## src/hdl/serial_stat_pkg.sv

```systemverilog
//------------------------------------------------------------
//------------------------------------------------------------
`default_nettype none
package serial_stat_pkg;
  // register indexes on the plain port
  localparam logic [2:0] ADDR_STATUS = 3'h0;
  localparam logic [2:0] ADDR_CTRL = 3'h1;
  localparam logic [2:0] ADDR_RX_DATA = 3'h2;
  localparam logic [2:0] ADDR_TX_DATA = 3'h3;
  localparam logic [2:0] ADDR_IRQ_STAT = 3'h4;
  localparam logic [2:0] ADDR_IRQ_MASK = 3'h5;
  // status field positions
  localparam int ST_READY = 7;
  localparam int ST_OVR = 6;
  localparam int ST_PE = 5;
  localparam int ST_FE = 4;
  localparam int ST_RIE = 3;
  localparam int ST_CD = 2;
  localparam int ST_TX_HOLDING_EMPTY = 1;
  localparam int ST_TIE = 0;
  // control field positions
  localparam int CT_EFR = 0;
  localparam int CT_PAR_EN = 1;
  localparam int CT_PAR_ODD = 2;
  localparam int CT_CD_AUTO = 3;
  localparam int CT_CTS_AUTO = 4;
  // event positions in the interrupt status register
  localparam int EV_READY = 0;
  localparam int EV_OVR = 1;
  localparam int EV_PE = 2;
  localparam int EV_FE = 3;
  localparam int EV_CD_RISE = 4;
  localparam int EV_TX_HOLDING_EMPTY = 5;
  localparam int EV_W = 6;
  // values after reset
  localparam logic [4:0] CTRL_RST = 5'h18;
  localparam logic [EV_W-1:0] IRQ_MASK_RST = 6'h00;
  localparam int QUEUE_DEPTH = 4;
  localparam logic [2:0] QUEUE_FULL = 3'h4;

  typedef struct packed {
    logic [7:0] data;
    logic pe;
    logic fe;
    logic ovr;
  } rx_entry_t;

  typedef struct packed {
    logic valid;
    logic [7:0] data;
    logic parity;
    logic stop;
  } rx_char_t;
endpackage
`default_nettype wire

```

## src/hdl/async_serial_status_irq.sv

```systemverilog
// The register addresses and the strobed register port were left to the implementer.
`timescale 1ns/1ps
`default_nettype none
module async_serial_status_irq #(
  parameter bit CHANNEL0 = 1'b1 // pin functions exist on channel 0 only
) (
  input wire logic clk_i, // system clock, 100 MHz
  input wire logic rst_i, // async reset, active high
  input wire logic [2:0] addr_i, // register index
  input wire logic [7:0] wdata_i, // write data
  input wire logic wr_i, // write strobe
  input wire logic rd_i, // read strobe
  output logic [7:0] rdata_o, // read data, cycle after strobe
  input wire serial_stat_pkg::rx_char_t rx_char_i, // assembled character
  input wire logic tx_load_i, // shift register takes holding byte
  output logic [7:0] tx_data_o, // holding register contents
  output logic tx_holding_valid_o, // holding register loaded
  input wire logic io_halt_mode_i, // I/O halt mode
  input wire logic dma_rx_route_i, // a DMA channel routes rx data
  input wire logic carrier_detect_n_i, // carrier detect pin
  input wire logic clear_to_send_n_i, // clear-to-send pin
  output logic rx_hold_o, // receiver held in reset
  output logic irq_o // interrupt request, level
);
  typedef struct packed {
    logic cd_s1;
    logic cd_s2;
    logic cd_prev;
    logic cts_s1;
    logic cts_s2;
    logic ovr;
    logic pe;
    logic fe;
    logic rx_irq_enable;
    logic tx_irq_enable;
    logic cd_flag;
    logic cd_rise;
    logic lock;
    logic head_chk;
    logic hold_full;
    logic tx_holding_empty_prev;
    logic ready_prev;
    logic [7:0] hold;
    logic [4:0] ctrl;
    logic [serial_stat_pkg::EV_W-1:0] ev;
    logic [serial_stat_pkg::EV_W-1:0] mask;
    logic [7:0] rdata;
  } state_t;

  state_t st_ff;
  state_t nxt_st;
  serial_stat_pkg::rx_entry_t head;
  serial_stat_pkg::rx_entry_t new_entry;
  logic [2:0] q_count;
  logic q_push;
  logic q_pop;
  logic q_mark;
  logic rx_ready;
  logic tx_holding_empty;
  logic rx_hold;
  logic efr_wr;
  logic [7:0] status;
  logic [serial_stat_pkg::EV_W-1:0] ev_set;
  logic rx_req;
  logic tx_req;

  //------------------------------------------------------------
  // receive path
  //------------------------------------------------------------
  // carrier holds receiver
  assign rx_hold = io_halt_mode_i || (CHANNEL0 &&
    st_ff.ctrl[serial_stat_pkg::CT_CD_AUTO] && st_ff.cd_s2);
  assign efr_wr = wr_i && addr_i == serial_stat_pkg::ADDR_CTRL &&
    wdata_i[serial_stat_pkg::CT_EFR];

  always_comb begin
    new_entry.data = rx_char_i.data;
    new_entry.pe = st_ff.ctrl[serial_stat_pkg::CT_PAR_EN] &&
      ((^rx_char_i.data ^ rx_char_i.parity) !=
       st_ff.ctrl[serial_stat_pkg::CT_PAR_ODD]);
    new_entry.fe = !rx_char_i.stop;
    new_entry.ovr = 1'b0;
  end

  assign q_push = rx_char_i.valid && !rx_hold && !st_ff.lock &&
    q_count != serial_stat_pkg::QUEUE_FULL;
  // tag last good char on overflow
  assign q_mark = rx_char_i.valid && !rx_hold && !st_ff.lock &&
    q_count == serial_stat_pkg::QUEUE_FULL;
  assign q_pop = rd_i && addr_i == serial_stat_pkg::ADDR_RX_DATA;

  rx_char_queue u_queue (
    .clk_i(clk_i),
    .rst_i(rst_i),
    .flush_i(rx_hold),
    .push_i(q_push),
    .entry_i(new_entry),
    .pop_i(q_pop),
    .mark_ovr_i(q_mark),
    .head_o(head),
    .count_o(q_count)
  );

  // ready while queue holds a char
  assign rx_ready = q_count != 3'h0;

  //------------------------------------------------------------
  // transmit path
  //------------------------------------------------------------
  // clear-to-send forces empty low; halt mode forces it high
  assign tx_holding_empty = io_halt_mode_i || (!st_ff.hold_full && !(CHANNEL0 &&
    st_ff.ctrl[serial_stat_pkg::CT_CTS_AUTO] && st_ff.cts_s2));

  assign status = {rx_ready, st_ff.ovr, st_ff.pe, st_ff.fe, st_ff.rx_irq_enable,
    st_ff.cd_flag, tx_holding_empty, st_ff.tx_irq_enable};

  //------------------------------------------------------------
  // interrupts
  //------------------------------------------------------------
  // ready irq unless DMA owns data
  assign rx_req = st_ff.rx_irq_enable && ((rx_ready && !dma_rx_route_i) ||
    st_ff.ovr || st_ff.pe || st_ff.fe || st_ff.cd_rise);
  assign tx_req = st_ff.tx_irq_enable && tx_holding_empty;
  assign irq_o = rx_req || tx_req || |(st_ff.ev & st_ff.mask);

  always_comb begin
    ev_set = '0;
    ev_set[serial_stat_pkg::EV_READY] = rx_ready && !st_ff.ready_prev;
    ev_set[serial_stat_pkg::EV_TX_HOLDING_EMPTY] = tx_holding_empty && !st_ff.tx_holding_empty_prev;
    ev_set[serial_stat_pkg::EV_CD_RISE] = CHANNEL0 && st_ff.cd_s2 &&
      !st_ff.cd_prev;
    if (st_ff.head_chk && rx_ready && !rx_hold) begin
      ev_set[serial_stat_pkg::EV_OVR] = head.ovr;
      ev_set[serial_stat_pkg::EV_PE] = head.pe;
      ev_set[serial_stat_pkg::EV_FE] = head.fe;
    end
  end

  //------------------------------------------------------------
  // next state
  //------------------------------------------------------------
  always_comb begin
    nxt_st = st_ff;
    nxt_st.cd_s1 = carrier_detect_n_i;
    nxt_st.cd_s2 = st_ff.cd_s1;
    nxt_st.cd_prev = st_ff.cd_s2;
    nxt_st.cts_s1 = clear_to_send_n_i;
    nxt_st.cts_s2 = st_ff.cts_s1;
    nxt_st.tx_holding_empty_prev = tx_holding_empty;
    nxt_st.ready_prev = rx_ready;
    // head changes: check the new head next cycle
    if (q_pop && rx_ready) begin
      nxt_st.head_chk = q_count > 3'h1 || q_push;
    end else begin
      nxt_st.head_chk = q_push && !rx_ready;
    end
    if (efr_wr) begin
      nxt_st.ovr = 1'b0;
      nxt_st.pe = 1'b0;
      nxt_st.fe = 1'b0;
    end
    // flags when char heads; set wins
    nxt_st.ovr = nxt_st.ovr || ev_set[serial_stat_pkg::EV_OVR];
    nxt_st.pe = nxt_st.pe || ev_set[serial_stat_pkg::EV_PE];
    nxt_st.fe = nxt_st.fe || ev_set[serial_stat_pkg::EV_FE];
    if (q_mark) begin
      nxt_st.lock = 1'b1;
    end else if (efr_wr && st_ff.ovr) begin
      nxt_st.lock = 1'b0;
    end
    // halt and carrier clear receive state
    if (rx_hold) begin
      nxt_st.ovr = 1'b0;
      nxt_st.pe = 1'b0;
      nxt_st.fe = 1'b0;
      nxt_st.lock = 1'b0;
      nxt_st.head_chk = 1'b0;
    end
    // carrier flag follows pin, read clears
    if (rd_i && addr_i == serial_stat_pkg::ADDR_STATUS) begin
      nxt_st.cd_flag = 1'b0;
      nxt_st.cd_rise = 1'b0;
    end
    if (CHANNEL0 && st_ff.cd_s2) begin
      nxt_st.cd_flag = 1'b1;
    end
    if (ev_set[serial_stat_pkg::EV_CD_RISE]) begin
      nxt_st.cd_rise = 1'b1;
    end
    // tx_load_i sets empty, a data write clears it
    if (tx_load_i) begin
      nxt_st.hold_full = 1'b0;
    end
    if (wr_i && addr_i == serial_stat_pkg::ADDR_TX_DATA) begin
      nxt_st.hold_full = 1'b1;
      nxt_st.hold = wdata_i;
    end
    if (io_halt_mode_i) begin
      nxt_st.hold_full = 1'b0;
    end
    if (wr_i && addr_i == serial_stat_pkg::ADDR_STATUS) begin
      nxt_st.rx_irq_enable = wdata_i[serial_stat_pkg::ST_RIE];
      nxt_st.tx_irq_enable = wdata_i[serial_stat_pkg::ST_TIE];
    end
    if (wr_i && addr_i == serial_stat_pkg::ADDR_CTRL) begin
      nxt_st.ctrl = {wdata_i[4:1], 1'b0};
    end
    if (wr_i && addr_i == serial_stat_pkg::ADDR_IRQ_MASK) begin
      nxt_st.mask = wdata_i[serial_stat_pkg::EV_W-1:0];
    end
    // sticky events: a read clears, a set in that cycle wins
    if (rd_i && addr_i == serial_stat_pkg::ADDR_IRQ_STAT) begin
      nxt_st.ev = '0;
    end
    nxt_st.ev = nxt_st.ev | ev_set;
    // read data stands only in the cycle after the strobe
    nxt_st.rdata = 8'h00;
    if (rd_i) begin
      if (addr_i == serial_stat_pkg::ADDR_STATUS) begin
        nxt_st.rdata = status;
      end else if (addr_i == serial_stat_pkg::ADDR_CTRL) begin
        nxt_st.rdata = {3'h0, st_ff.ctrl};
      end else if (addr_i == serial_stat_pkg::ADDR_RX_DATA) begin
        nxt_st.rdata = rx_ready ? head.data : 8'h00;
      end else if (addr_i == serial_stat_pkg::ADDR_TX_DATA) begin
        nxt_st.rdata = st_ff.hold;
      end else if (addr_i == serial_stat_pkg::ADDR_IRQ_STAT) begin
        nxt_st.rdata = {2'h0, st_ff.ev};
      end else if (addr_i == serial_stat_pkg::ADDR_IRQ_MASK) begin
        nxt_st.rdata = {2'h0, st_ff.mask};
      end else begin
        nxt_st.rdata = 8'h00;
      end
    end
  end

  always_ff @(posedge clk_i or posedge rst_i) begin
    if (rst_i) begin
      st_ff <= '0;
      st_ff.ctrl <= serial_stat_pkg::CTRL_RST;
      st_ff.mask <= serial_stat_pkg::IRQ_MASK_RST;
      st_ff.tx_holding_empty_prev <= 1'b1;
    end else begin
      st_ff <= nxt_st;
    end
  end

  assign rdata_o = st_ff.rdata;
  assign tx_data_o = st_ff.hold;
  assign tx_holding_valid_o = st_ff.hold_full;
  assign rx_hold_o = rx_hold;
endmodule
`default_nettype wire

```

## src/hdl/rx_char_queue.sv

```systemverilog
`timescale 1ns/1ps
`default_nettype none
module rx_char_queue (
  input wire logic clk_i, // system clock
  input wire logic rst_i, // async reset
  input wire logic flush_i, // drop all entries
  input wire logic push_i, // append an entry
  input wire serial_stat_pkg::rx_entry_t entry_i, // entry to append
  input wire logic pop_i, // remove head
  input wire logic mark_ovr_i, // tag newest entry as last before overrun
  output serial_stat_pkg::rx_entry_t head_o, // oldest entry
  output logic [2:0] count_o // entries held
);
  typedef struct packed {
    serial_stat_pkg::rx_entry_t [serial_stat_pkg::QUEUE_DEPTH-1:0] mem;
    logic [1:0] wr;
    logic [1:0] rd;
    logic [2:0] count;
  } queue_state_t;

  queue_state_t st_ff;
  queue_state_t nxt_st;
  logic do_pop;
  logic do_push;

  always_comb begin
    nxt_st = st_ff;
    do_pop = pop_i && (st_ff.count != 3'h0);
    do_push = push_i && (st_ff.count != serial_stat_pkg::QUEUE_FULL);
    if (mark_ovr_i && st_ff.count != 3'h0) begin
      nxt_st.mem[st_ff.wr - 2'h1].ovr = 1'b1;
    end
    if (do_push) begin
      nxt_st.mem[st_ff.wr] = entry_i;
      nxt_st.wr = st_ff.wr + 2'h1;
    end
    if (do_pop) begin
      nxt_st.rd = st_ff.rd + 2'h1;
    end
    nxt_st.count = st_ff.count + {2'h0, do_push} - {2'h0, do_pop};
    if (flush_i) begin
      nxt_st.wr = 2'h0;
      nxt_st.rd = 2'h0;
      nxt_st.count = 3'h0;
    end
  end

  always_ff @(posedge clk_i or posedge rst_i) begin
    if (rst_i) begin
      st_ff <= '0;
    end else begin
      st_ff <= nxt_st;
    end
  end

  assign head_o = st_ff.mem[st_ff.rd];
  assign count_o = st_ff.count;
endmodule
`default_nettype wire

```

## config.mk

```make
export PLATFORM = sky130hd
export DESIGN_NAME = async_serial_status_irq
export DESIGN_NICKNAME = d
export VERILOG_FILES = /design/src/hdl/serial_stat_pkg.sv /design/src/hdl/async_serial_status_irq.sv /design/src/hdl/rx_char_queue.sv
export SDC_FILE = /design/constraint.sdc
export NUM_CORES = 1
export LEC_CHECK = 0
export CORE_MARGIN = 3
export CORE_UTILIZATION = 25
export CTS_CLUSTER_DIAMETER = 200
export DETAILED_ROUTE_END_ITERATION = 8
export DONT_BUFFER_PORTS = 1
export SKIP_CTS_REPAIR_TIMING = 1
export SYNTH_ARGS = -nofsm -noshare
export SYNTH_HDL_FRONTEND = slang
export SYNTH_HIERARCHICAL = 1
export SYNTH_SLANG_ARGS = --single-unit
export TNS_END_PERCENT = 10
```

## constraint.sdc

```tcl
create_clock -name clk_i -period 3.4 [get_ports clk_i]
set_input_delay 0 -clock clk_i [delete_from_list [all_inputs] [get_ports clk_i]]
set_output_delay 0 -clock clk_i [all_outputs]
set_load 0.03 [all_outputs]
```

==> impl_metrics.toml <==
[power]
seqPwrFrac_pct = 50.9
switching_share_pct = 28.4
ir_drop_uv = 239
p_comb_share_pct = 19.7
pwr-share-clk_pct = 29.4
total_power_w = 0.00329
p_leak_nw = 2.36
switchingPower_w = 0.000934
pwr_density_cell_nw_per_um2 = 593
p_int_w = 0.00235

[placed_design]
postPlaceCellArea_um2 = 4990
gp_congestion = 0.836
portBuffers = 0
hpwl_um = 8010

[cts]
clock_latency_ps = 340
h-tree-depth = 3
clk_pin_slew_worst_paths_ps = 70
cts_buffers = 9
cts_tree = "yes"
clock-sinks = 100
cts_root_buffer = "clkbuf_16"
clk_path_buf_depth = 2

[detailed_routing]
wl_per_cell_um = 17.3
vias_per_cell = 4.59
postRouteAntennaNets = 0
drt_iter0_markers = 138
vias = 3044
drt-pass1-iter-count = 4
drcViolationCount = 0
routed_wl_um = 11400

[final_layout]
syn_to_final_growth_pct = 14.1
multiInputGateArea_um2 = 2040
drive_above_1_share_pct = 26.6
num-fill-cells = 1944
num_antenna_cells = 0
regArea_um2 = 2510
final_common_cell = "dfrtp_1"
finalNetCount = 436
stdcell_area_um2 = 5540
most-common-layout-cells = "dfrtp_1 (97), mux2_2 (57), dlygate4sd3_1 (27), nand2_1 (26), nor2_1 (18)"

[sta]
worstMarginPinSlew_ps = 1080
setup-tns-final_ps = 0
min_period_ps = 2760
finalCritPeriodShare_pct = 81.3
slew_viol_final = 0
finalSetupViolations = 0
relSlewSlack_pct = 28.1
fmax_mhz = 362
holdWs_ps = -40.5
rsz0062_at_grt = "no"
hold_viol_final = 3
finClkSkew_ps = 6.48

[worst_setup_path]
critPathSlowestCell = "dfrtp_1"
cp_max_fo = 5
critical_path_buf_inv_count = 2
crit_required_ps = 3630
cp-start-kind = "register"
crit_arrival_ps = 2990
crit_family = "simple AND/OR/NAND/NOR gates"
cp-end-kind = "register"
path_class = "reg -> reg"
slowest_delay_ps = 410
cp_cell_sequence = "a21oi_1 -> inv_1 -> or2_2 -> a21oi_1 -> inv_1 -> nor2_1 -> xnor2_1 -> ha_1 -> fa_1 -> xnor2_1 -> nor2_1"

[synthesis]
seq_area_frac_synth_pct = 51.6
synth.largest_area_cell = "dfrtp_1"
async_flop_share_pct = 100
synth-edff-count = 0
ys_warn_count = 6
synth_seq_cells = 100
syn_area_per_cell_um2 = 12.5
ys_types = 54
mappedNetlistArea_um2 = 4860
synth_flop_cell = "dfrtp_1"
syn_inst = 389
syn-num-nets = 426
synthTopCellsByArea = "dfrtp_1 (50%), mux2_2 (13%), mux4_2 (5.1%)"
yosysTopAreaCellShare_pct = 50.0

[global_route]
grt_pass1_wl_um = 17500
grt_max_degree = 52
gr-total-overflow = 0
grt_usage_pct = 10.6
grt_pass1_vias = 3127
antenna_found_initial = 0

[floorplanning]
rows = 50
coreArea_um2 = 18900
die_w_um = 145
floorplan.initialDensity_pct = 25.7
pin_count = 50
dieArea_um2 = 21100
dieHeight_um = 145

[run]
cap_violations = 0

[outcome]
violations = "negative hold slack"
status = "finished, violations left"

[worst_hold_path]
hold_class = "in -> reg"
## metrics by stage
stage	cells	util, %	setup slack (ps)
after floorplan	389	-	676
after global placement	621	26.4	760
after detailed placement	621	26.4	655
after CTS	636	27.9	654
after global routing	663	29.3	391
final	663	29.3	637
## cell usage after synthesis, drive strengths merged (3+ instances only)
| cell type | n |
|---|---|
| ha | 5 |
| a22o | 6 |
| a21oi | 17 |
| inv | 19 |
| a32o | 3 |
| nor2b | 5 |
| nor2 | 18 |
| o211ai | 3 |
| buf | 34 |
| mux2i | 5 |
| nand3 | 5 |
| nand2b | 9 |
| xnor2 | 8 |
| nor3 | 3 |
| xor2 | 4 |
| o21ai | 11 |
| nand2 | 26 |
| mux2 | 60 |
| a221oi | 3 |
| mux4 | 11 |
| a22oi | 4 |
| dfstp | 3 |
| dfrtp | 97 |
## path summary, 6_finish.rpt
check / start / endpoint / slack (ps) / cells after the start
setup / recovery: nxt_st[47] / u_queue/count_o[2] / 640 / 11
setup reg to reg: nxt_st[47] / u_queue/count_o[2] / 640 / 11
min in group asynchronous: rst_i / nxt_st[48] / 390 / 2
hold / removal: rd_i / rdata_o[6] / -40 / 2
hold reg to reg: nxt_st[45] / st_ff[45] / 350 / 0
max in group asynchronous: rst_i / u_queue/st_ff[15] / 2300 / 2
## routing by layer
layer  track usage (%)  share of wire, %  routed length, µm
met1              13.7                43               4960
met2              17.2                49               5560
met3              3.74               7.1                810
met4              2.61               1.0                119
met5                 0                 0                  0
## cell families (layout without fill, tap and decap cells)
group	after synthesis	after routing	synth area share, %
AO/OA/AOI/OAI	60	60	8.42
buffers and inverters	54	68	6.49
XOR/XNOR	13	13	2.63
AND/OR/NAND/NOR	79	79	8.83
adder cells (fa/ha/maj)	6	6	1.70
flip-flops	100	100	51.6
other	1	1	0.0772
multiplexers	76	76	20.3
## sequential cells by signal (all words and copies together), names as in the netlist
signal / count
tx_holding_valid_o: 1
tx_data_o: 8
u_queue/count_o: 3
rdata_o: 8
nxt_st: 3
u_queue/st_ff: 48
st_ff: 29
## power by group through the flow
stage / clock network (W) / registers (W) / logic, W
final: 0.000966 / 0.00167 / 0.000649
after global routing: 0.00105 / 0.00171 / 0.000711
after CTS: 0.000998 / 0.00168 / 0.000617
after detailed placement: 0 / 0.00170 / 0.000615
after global placement: 0 / 0.00168 / 0.000591
after floorplan: 0 / 0.00157 / 0.000616
## final cells by class
| class | count | area share, % |
|---|---|---|
| sequential | 100 | 45.2 |
| multi-input combinational | 235 | 36.7 |
| clock inverter | 2 | 0.181 |
| inverter | 19 | 1.29 |
| tap | 260 | 5.87 |
| timing repair buffer | 34 | 5.82 |
| clock buffer | 13 | 4.88 |
Power figures use the tool's default switching activity.
